===== config.mk =====
export PLATFORM = sky130hd
export DESIGN_NAME = ovw_response
export DESIGN_NICKNAME = d
export VERILOG_FILES = /design/src/pkg/ovw_pkg.sv /design/src/rtl/ovw_delay_timer.sv /design/src/rtl/ovw_response.sv
export VERILOG_INCLUDE_DIRS = /design/src /design/src/pkg
export SDC_FILE = /design/constraint.sdc
export NUM_CORES = 1
export LEC_CHECK = 0
export ABC_AREA = 1
export BUFFER_PORTS_ARGS = -buffer_cell sky130_fd_sc_hd__clkbuf_2
export CORE_UTILIZATION = 37
export CTS_CLUSTER_SIZE = 8
export DETAILED_ROUTE_END_ITERATION = 8
export MAX_ROUTING_LAYER = met4
export PLACE_DENSITY = 0.57
export SLEW_MARGIN = 30
export SYNTH_ARGS = -nofsm -noshare
export SYNTH_HDL_FRONTEND = slang
export SYNTH_SLANG_ARGS = --single-unit

===== constraint.sdc =====
create_clock -name sys_clk -period 2.8 [get_ports sys_clk]
set_input_delay 0 -clock sys_clk [delete_from_list [all_inputs] [get_ports sys_clk]]
set_output_delay 0 -clock sys_clk [all_outputs]
set_load 0.01 [all_outputs]

===== src/pkg/ovw_regs.svh =====
// register offsets, retry field codes and reset values of the over-voltage warning response
`ifndef OVW_REGS_SVH
`define OVW_REGS_SVH

`define OVW_CMD_CODE      8'hc4
`define OVW_RESET_VALUE   8'h00
`define OVW_RETRY_NONE    3'h0
`define OVW_RETRY_FOREVER 3'h7
`define OVW_UNIT_W        16

`endif


===== src/pkg/ovw_pkg.sv =====
// types shared by the over-voltage warning response sequencer
package ovw_pkg;

  typedef enum logic [1:0] {
    RESP_IGNORE   = 2'b00,
    RESP_CONTINUE = 2'b01,
    RESP_RETRY    = 2'b10,
    RESP_LATCH    = 2'b11
  } resp_e;

  typedef enum logic [2:0] {
    ST_RUN     = 3'b000,
    ST_DELAY   = 3'b001,
    ST_WAIT    = 3'b010,
    ST_LATCHED = 3'b011,
    ST_OFF     = 3'b100
  } state_e;

  // layout of the response byte: [7:6] response, [5:3] retries, [2:0] delay exponent
  typedef struct packed {
    resp_e      resp;
    logic [2:0] retries;
    logic [2:0] delay_exp;
  } cfg_s;

  typedef struct packed {
    logic status_bit;
    logic clear_faults;
  } clear_s;

endpackage


===== src/rtl/ovw_delay_timer.sv =====
// interval timer: unit_cycles clock cycles per unit, 2^exp units per interval
`timescale 1ns/1ps
module ovw_delay_timer #(
  parameter int UNIT_W = 16
) (
  input  wire logic              sys_clk,
  input  wire logic              resetn,
  input  wire logic              run,
  input  wire logic              start,
  input  wire logic [2:0]        delay_exp,
  input  wire logic [UNIT_W-1:0] unit_cycles,
  output logic                   done
);

  logic [UNIT_W-1:0] cyc;
  logic [7:0]        units;
  logic [UNIT_W-1:0] last_cyc;
  logic [7:0]        last_unit;

  // a unit length of zero is served as one cycle rather than never ending
  assign last_cyc  = (unit_cycles == '0) ? '0 : unit_cycles - UNIT_W'(1);
  assign last_unit = 8'((9'h001 << delay_exp) - 9'h001);
  assign done      = run && (cyc == last_cyc) && (units == last_unit);

  always_ff @(posedge sys_clk or negedge resetn) begin
    if (!resetn) begin
      cyc   <= '0;
      units <= 8'h00;
    end else if (!run || start) begin
      cyc   <= '0;
      units <= 8'h00;
    end else if (cyc >= last_cyc) begin
      cyc   <= '0;
      units <= units + 8'h01;
    end else begin
      cyc <= cyc + UNIT_W'(1);
    end
  end

endmodule


===== src/rtl/ovw_response.sv =====
// input over-voltage warning fault response sequencer
`include "ovw_regs.svh"
`timescale 1ns/1ps
// ==========================================================================
// Operation
// - response code zero keeps the output regulating with no shutdown or restart.
// - response code one keeps running for the delay, then follows the retry field if the warning persists.
// - response code two disables the output at once and follows the retry field.
// - response code three disables the output and keeps it off until the fault is cleared.
// - a latched fault clears by status bit clear, clear faults, reset or off-then-on.
// - retry field zero makes no restart attempt and keeps the output off until cleared.
// - retry values one to six allow that many attempts, then latch off.
// - attempt starts are spaced by the delay multiplier times the delay unit.
// - retry value seven retries without limit until commanded off or another fault.
// - the delay field n selects 2^n delay units.
// - the delay unit length comes from a separate configuration input.
// - the setting is one byte read and written at command code c4.
module ovw_response
  import ovw_pkg::*;
#(
  parameter int UNIT_W = `OVW_UNIT_W
) (
  input  wire logic              sys_clk,
  input  wire logic              resetn,
  input  wire logic              cmd_valid,
  input  wire logic              cmd_write,
  input  wire logic [7:0]        cmd_code,
  input  wire logic [7:0]        cmd_wdata,
  output logic                   cmd_ack,
  output logic [7:0]             cmd_rdata,
  input  wire logic              warn_in,
  input  wire logic [UNIT_W-1:0] unit_cycles,
  input  wire logic              clear_status_bit,
  input  wire logic              clear_faults,
  input  wire logic              output_on_cmd,
  input  wire logic              other_fault,
  output logic                   output_enable,
  output logic                   fault_latched,
  output logic [2:0]             attempts
);

  // ========================================================================
  // elaboration check
  if (UNIT_W < 1 || UNIT_W > 24) begin : g_bad_width
    $error("UNIT_W must lie between 1 and 24");
  end

  // ========================================================================
  // setting register
  logic   [7:0] setting;
  cfg_s         cfg;
  clear_s       clr;
  logic         setting_write;
  logic         clear_any;

  assign cfg           = cfg_s'(setting);
  assign clr           = '{status_bit: clear_status_bit, clear_faults: clear_faults};
  assign clear_any     = clr.status_bit | clr.clear_faults;
  assign cmd_ack       = cmd_valid && (cmd_code == `OVW_CMD_CODE);
  assign setting_write = cmd_ack && cmd_write;
  assign cmd_rdata     = setting;

  always_ff @(posedge sys_clk or negedge resetn) begin
    if (!resetn) begin
      setting <= `OVW_RESET_VALUE;
    end else if (setting_write) begin
      setting <= cmd_wdata;
    end
  end

  // ========================================================================
  // sequencer
  state_e state;
  state_e next_state;
  logic   timer_start;
  logic   timer_done;
  logic   timer_run;
  logic   attempt_inc;
  logic   attempt_clr;

  assign timer_run = (state == ST_DELAY) || (state == ST_WAIT);

  ovw_delay_timer #(
    .UNIT_W (UNIT_W)
  ) u_timer (
    .sys_clk     (sys_clk),
    .resetn      (resetn),
    .run         (timer_run),
    .start       (timer_start),
    .delay_exp   (cfg.delay_exp),
    .unit_cycles (unit_cycles),
    .done        (timer_done)
  );

  always_comb begin
    next_state  = state;
    timer_start = 1'b0;
    attempt_inc = 1'b0;
    attempt_clr = 1'b0;
    if (!output_on_cmd) begin
      next_state  = ST_OFF;
      attempt_clr = 1'b1;
    end else begin
      case (state)
        ST_RUN: begin
          if (warn_in) begin
            case (cfg.resp)
              RESP_IGNORE: next_state = ST_RUN;
              RESP_CONTINUE: begin
                next_state  = ST_DELAY;
                timer_start = 1'b1;
              end
              RESP_RETRY: begin
                if (cfg.retries == `OVW_RETRY_NONE) begin
                  next_state = ST_LATCHED;
                end else begin
                  next_state  = ST_WAIT;
                  timer_start = 1'b1;
                end
              end
              default: next_state = ST_LATCHED;
            endcase
          end
        end
        ST_DELAY: begin
          if (!warn_in || clear_any) begin
            next_state = ST_RUN;
          end else if (timer_done) begin
            if (cfg.retries == `OVW_RETRY_NONE) begin
              next_state = ST_LATCHED;
            end else begin
              next_state  = ST_WAIT;
              timer_start = 1'b1;
            end
          end
        end
        ST_WAIT: begin
          if (clear_any) begin
            next_state  = ST_RUN;
            attempt_clr = 1'b1;
          end else if (other_fault) begin
            next_state = ST_LATCHED;
          end else if (timer_done) begin
            // the attempt succeeds only if the warning has gone by its start
            if (!warn_in) begin
              next_state  = ST_RUN;
              attempt_clr = 1'b1;
            end else if (cfg.retries == `OVW_RETRY_FOREVER) begin
              timer_start = 1'b1;
            end else if (attempts + 3'h1 >= cfg.retries) begin
              next_state = ST_LATCHED;
            end else begin
              attempt_inc = 1'b1;
              timer_start = 1'b1;
            end
          end
        end
        ST_LATCHED: begin
          if (clear_any) begin
            next_state  = ST_RUN;
            attempt_clr = 1'b1;
          end
        end
        ST_OFF: begin
          next_state  = ST_RUN;
          attempt_clr = 1'b1;
        end
        default: next_state = ST_OFF;
      endcase
    end
  end

  always_ff @(posedge sys_clk or negedge resetn) begin
    if (!resetn) begin
      state <= ST_OFF;
    end else begin
      state <= next_state;
    end
  end

  always_ff @(posedge sys_clk or negedge resetn) begin
    if (!resetn) begin
      attempts <= 3'h0;
    end else if (attempt_clr) begin
      attempts <= 3'h0;
    end else if (attempt_inc) begin
      attempts <= attempts + 3'h1;
    end
  end

  // output follows the next state so a disabling response acts at the next edge
  always_ff @(posedge sys_clk or negedge resetn) begin
    if (!resetn) begin
      output_enable <= 1'b0;
      fault_latched <= 1'b0;
    end else begin
      output_enable <= (next_state == ST_RUN) || (next_state == ST_DELAY);
      fault_latched <= (next_state == ST_LATCHED);
    end
  end

  // ========================================================================
  // checks
  logic [31:0] ivl_cnt;

  always_ff @(posedge sys_clk or negedge resetn) begin
    if (!resetn) begin
      ivl_cnt <= 32'h0;
    end else if (timer_start || !timer_run) begin
      ivl_cnt <= 32'h0;
    end else begin
      ivl_cnt <= ivl_cnt + 32'h1;
    end
  end
endmodule


# Word level (Yosys, flattened, before mapping)

Cells that the tools add are included.

Register bits: 40
Input port bits: 41
Output and inout port bits: 14
Logic and storage cells: 93

$add $sub $neg: 5
$lt $le $gt $ge: 2
Equal/unequal tests: 12
Shift-type cells: 1
Muxes and demuxes: 48
Bitwise gates (word level): 1
Reduce and logical (&&, ||, !) cells: 17

Operator list:

| operator              | number |
|---|---|
| $mux 16               | 3 |
| $mux 3                | 13 |
| $mux 1                | 25 |
| $add 16x1->16 const B | 1 |
| $eq 16x16->1          | 1 |
| $ge 16x16->1          | 1 |
| $logic_not 16->1      | 1 |
| $mux 8                | 2 |
| $sub 16x1->16 const B | 1 |
| $pmux 3 s5            | 1 |
| $eq 3x2->1 const B    | 3 |
| $logic_not 3->1       | 3 |
| $add 8x1->8 const B   | 1 |
| $eq 8x8->1            | 1 |
| $eq 8x8->1 const B    | 1 |
| $shl 1x3->8 const A   | 1 |
| $sub 8x1->8 const B   | 1 |
| $eq 3x1->1 const B    | 2 |
| $eq 3x3->1 const B    | 2 |
| $pmux 1 s3            | 2 |
| $pmux 2 s3            | 1 |
| $logic_and 1x1->1     | 4 |
| $logic_or 1x1->1      | 4 |
| $reduce_bool 2->1     | 2 |
| 8 further kinds       | 9 |

# Logic depth before layout (Yosys ltp)

Depth after elaboration: 12
Gate-level depth with buffers: 22
Gate-level depth less buffers: 22

# Hierarchy

Synthesis repeated with hierarchy kept, for this count alone.

Cell total of the unflattened synthesis: 499
Area total of the unflattened synthesis: 3418.3 um^2

By module, submodules not included:

| module          | instances | cells each | area each (um^2) | sequential area each (um^2) |
|---|---|---|---|---|
| ovw_delay_timer | 1         | 343        | 2293.4           | 600.6 |
| ovw_response    | 1         | 156        | 1124.8           | 401.6 |

# Least setup slack after synthesis

Ideal clock, no wire load.

Path type: in2reg
Start: input port unit_cycles[0]
End: register u_timer.cyc[6]
Setup time: 0.072 ns
Arrival: 2.598 ns
Required time: 2.728 ns
Slack: 0.130 ns
Stages: 20
Path buffers: 2
Cells stage by stage: inv_1 -> ha_1 -> nand2_1 -> nor3_1 -> inv_1 -> nor2_1 -> nand4_1 -> buf_2 -> nand2_1 -> ha_1 -> a21oi_1 -> nor2_1 -> nor3_1 -> nand2_1 -> nand2_1 -> nand2_2 -> clkinv_1 -> buf_1 -> nand3_1 -> nor2_1

Cells in the longest elaborated chain, start to end: 12
Elaborated cells on any way between the ends: 17
Classes of those cells: add/sub: 1; order compare: 1; eq/ne: 1; mux: 10; reduce/logical: 4

RTL lines:

| item                                                     | line                  | source |
|---|---|---|
| from (decl)                                              | ovw_response.sv:32    | `input wire logic [UNIT_W-1:0] unit_cycles,` |
| $sub 16x1->16 / $logic_not 16->1 (equally long branches) | ovw_delay_timer.sv:21 | `assign last_cyc = (unit_cycles == '0) ? '0 : unit_cycles - UNIT_W'(1);` |
| $mux 16 *                                                | ovw_delay_timer.sv:21 |  |
| $eq 16x16->1                                             | ovw_delay_timer.sv:23 | `assign done = run && (cyc == last_cyc) && (units == last_unit);` |
| $logic_and 1x1->1 (2 in a row)                           | ovw_delay_timer.sv:23 |  |
| $mux 1                                                   | ovw_response.sv:143   | `end else if (timer_done) begin` |
| $mux 1                                                   | ovw_response.sv:141   | `end else if (other_fault) begin` |
| $mux 1                                                   | ovw_response.sv:138   | `if (clear_any) begin` |
| $pmux 1 s3                                               | ovw_response.sv:104   | `case (state)` |
| $mux 1                                                   | ovw_response.sv:100   | `if (!output_on_cmd) begin` |
| $logic_or 1x1->1                                         | ovw_delay_timer.sv:29 | `end else if (!run \|\| start) begin` |
| $mux 16 *                                                | ovw_delay_timer.sv:29 |  |
| to (signal assigned)                                     | ovw_delay_timer.sv:36 | `cyc <= cyc + UNIT_W'(1);` |
| to (decl)                                                | ovw_delay_timer.sv:15 | `logic [UNIT_W-1:0] cyc;` |

Mark *: on every way between the ends. The rest lies on a longest branch, timed or not.
A chain may end at the register's enable or synchronous reset.

# Final worst setup path

Start: input port unit_cycles[1]
End: register u_timer.cyc[8]

Same word-level chain as after synthesis.

==> run summary <==
Status - finished with violations
Vias per cell - 4.84
Min-delay src - output_on_cmd
Chip width - 97.8 um
Antenna violations before repair - 0
Core Area - 8810 sq um
Placed Cells - 667
Worst setup SP type - primary input
First-pass GRT wire length - 14.1 mm
Netlist cell types - 39
Fin. max-slew vios - 0
Largest net degree at the start of global routing - 41
Multi-input logic area - 2210 sq um
Post-layout util - 0.482
Worst Setup Path Type - primary input to flop
Req. time, crit path - 2.99 ns
Failing checks - design-rule violations
Fillcell total - 892
Vias in the first global route - 3248
Post-DRT Antenna Nets - 0
Mapped Nets - 565
DRT Wirelength - 8.13 mm
Drt first pass iters - 6
Simple-gate share of the synthesized area - 0.388
Worst setup EP type - flop
All-layer global routing usage - 0.186
Stages on worst setup path - 22
CTS Sinks - 40
WHS - 0.0549 ns
Leakage - 2.21 nW
CP max stage cell - ha_1
Post-Syn Area - 3400 sq um
Grt ovf - 0
# DRC - 10
Final setup viols - 0
Final Critical Period - 2.56 ns
Synth top area share - 0.287
Clock Path Buffers - 2
Main synth FF type - dfrtp_1
Synth Warn # - 0
Worst hold path type - primary input to flop
M3 GR Usage - 0.0215
Post-synth ARST share - 1.00
Die footprint - 9570 sq um
Worst Setup SP - unit_cycles[1]
CTS tree - yes
Area Growth Syn to Fin - 24.8%
Routability congestion estimate - 0.885
Post-Synthesis Cells - 497
Top cells by count, synth - 120 x nand2_1, 81 x nor2_1, 68 x inv_1
HPWL after DPL - 6.09 mm
Reg2reg path depth - 16
Iter 0 DRT Violations - 117
Share of post-route cells with drive strength above 1 - 0.203
Fin cells - 689
Final period util - 0.913
Synth area leader - dfrtp_1
FF+latch count, synth - 40
Clk slew on worst S/H paths - 0.08 ns
GR Util met2 - 0.322
Wire per inst - 11.8 um
Worst Max-Slew Pin Slew - 0.745 ns
GR Util met1 - 0.229
Initial Util - 0.386
Crit path buffers/inverters - 4
Arr. time, crit path - 2.75 ns
Root buffer cell - clkbuf_8
Final Power - 1.35 mW
Max-cap violations - 0
Fmax achieved - 0.391 GHz
TritonCTS buffer count - 5
Height of the die - 97.8 um
Antenna diode count - 0
Total area of sequential cells - 1000 sq um
Register area share after synthesis - 0.295
EDFF count, synth - 0
Most numerous cell in the Yosys netlist - nand2_1
PD cells - 318 nW/um^2
CTS H-tree lvls - 2
Cell family with most CP delay - simple AND/OR/NAND/NOR gates
FP Rows - 34
Maximum fanout along the worst path - 6
Avg Cell Area, Syn - 6.84 sq um
Vias - 3333
Adder-Cell Fraction of Synth Area - 0.0994
R2R setup slack - 0.35 ns
Slew headroom - 0.502
Main combinational cell family by area after synthesis - simple AND/OR/NAND/NOR gates
XOR/XNOR Fraction of Synth Area - 0.0490
Worst setup skew after layout - 0.00625 ns
Critical Path Sink - u_timer.cyc[8]$_DFF_PN0_
Cell Chain, Critical Path - clkbuf_2, inv_2, ha_4, nand2_2, nor3_4, inv_2, nor4_4, buf_4, xor2_1, nand2_1, ha_1, nand2_1, nor2_2, nand2_2, nor2_4, nand3b_1, nor2_4, nand4_1, nand3_2, nand2_8, nand2_8, nor2_1
Fin Setup TNS - 0 ns
Synth top area cells - dfrtp_1 29%, nand2_1 13%, ha_1 9.9%
Compound-cell area share of the yosys netlist - 0.0486
Top-Level Pins - 55
Nets@finish - 648
Clock Latency Late Sink - 0.30 ns
Buffers on Ports - 54
Final hold vios - 0
Global route hottest layer - met2
R2r endpoint - u_timer.cyc[8]$_DFF_PN0_
FF-to-FF Start - cmd_rdata[2]$_DFFE_PN0P_
Worst vdd ir - 0.231 mV
Mux share of post-synthesis cell area - 0.0265
Slowest stage delay, CP - 0.27 ns
[worst min path at each step]
stage,cells past startpoint,slack [ns],end
6_report,3,0.05,state[1]$_DFF_PN0_
5_1_grt,3,0.09,state[1]$_DFF_PN0_
4_1_cts,3,0.005,state[1]$_DFF_PN0_
3_5_place_dp,1,0.05,fault_latched$_DFF_PN0_
3_3_place_gp,1,0.21,fault_latched$_DFF_PN0_
2_1_floorplan,0,-0.30,attempts[0]$_DFFE_PN0P_
[routing by layer]
metal  up-vias  wire length, um
li1       1772                -
met2        59             3930
met3         9              246
met4         0               95
met5         -                0
met1      1493             3860
[layout make-up]
class                   count  area share
clock inverters             2      0.0142
multi-input cells         383       0.520
flip-flops and latches     40       0.236
well taps                 108      0.0319
clock buffers               6      0.0171
inverters                  71      0.0634
repair buffers             79       0.117
[worst reg2reg max path, cell delays in order, from the launching register on]
cell and delay (ns):
dfrtp_1 0.57, inv_4 0.10, nand3_1 0.09, ha_1 0.26
inv_1 0.09, nand2_1 0.07, nand2_1 0.05, nand2_1 0.06
nand2_1 0.09, nor2_1 0.15, nand2_1 0.11, nor2_4 0.16
nand4_1 0.11, nand3_2 0.14, nand2_8 0.12, nand2_8 0.13
nor2_1 0.06
[cells in the final DEF, fill, tap and decap left out, types with 6 or more instances in the layout]
| cell type | instances |
|---|---|
| nand2_1 | 117 |
| nand4_1 | 11 |
| buf_4 | 15 |
| o21ai_0 | 8 |
| nor3_1 | 9 |
| mux2_2 | 8 |
| nand3_1 | 48 |
| nand2_2 | 6 |
| a21oi_1 | 9 |
| dlygate4sd3_1 | 9 |
| xor2_1 | 14 |
| ha_1 | 26 |
| nor2_1 | 79 |
| dfrtp_1 | 39 |
| clkbuf_2 | 53 |
| inv_1 | 65 |
[kinds of logic after synthesis]
kind of cell	count (synthesis)
adder cells (fa/ha/maj)	27
multiplexers	8
AO/OA/AOI/OAI	28
XOR/XNOR	19
flip-flops	40
buffers and inverters	77
AND/OR/NAND/NOR	298
[through the flow]
stage,instance area (sq um),setup WS [ns]
after floorplan,3400,0.130
after global placement,3870,-0.192
after detailed placement,3870,-0.347
after CTS,4150,0.0713
after global routing,4240,-0.0177
final,4240,0.243
[flip-flops by register name, indices dropped and copies added (netlist names)]
name and cells:
cmd_rdata 8, u_timer.cyc 16, output_enable 1, fault_latched 1, attempts 3, u_timer.units 8
state 3
[power by group]
| group | internal, mW | switching (mW) | leakage [nW] |
|---|---|---|---|
| clock | 0.356 | 0.213 | 0.0654 |
| sequential | 0.583 | 0.00644 | 0.553 |
| combinational | 0.0836 | 0.107 | 1.59 |
[what timing repair did]
action                                  in CTS  in global routing
gates resized for setup                      5                 19
pin swaps                                    3                  7
hold endpoints to repair                    47                  0
endpoints found under the setup margin      24                 31
hold buffers                                 9                  0
gates cloned                                 3                  0
buffers inserted                             2                  0
Power figures use the tool's default switching activity.
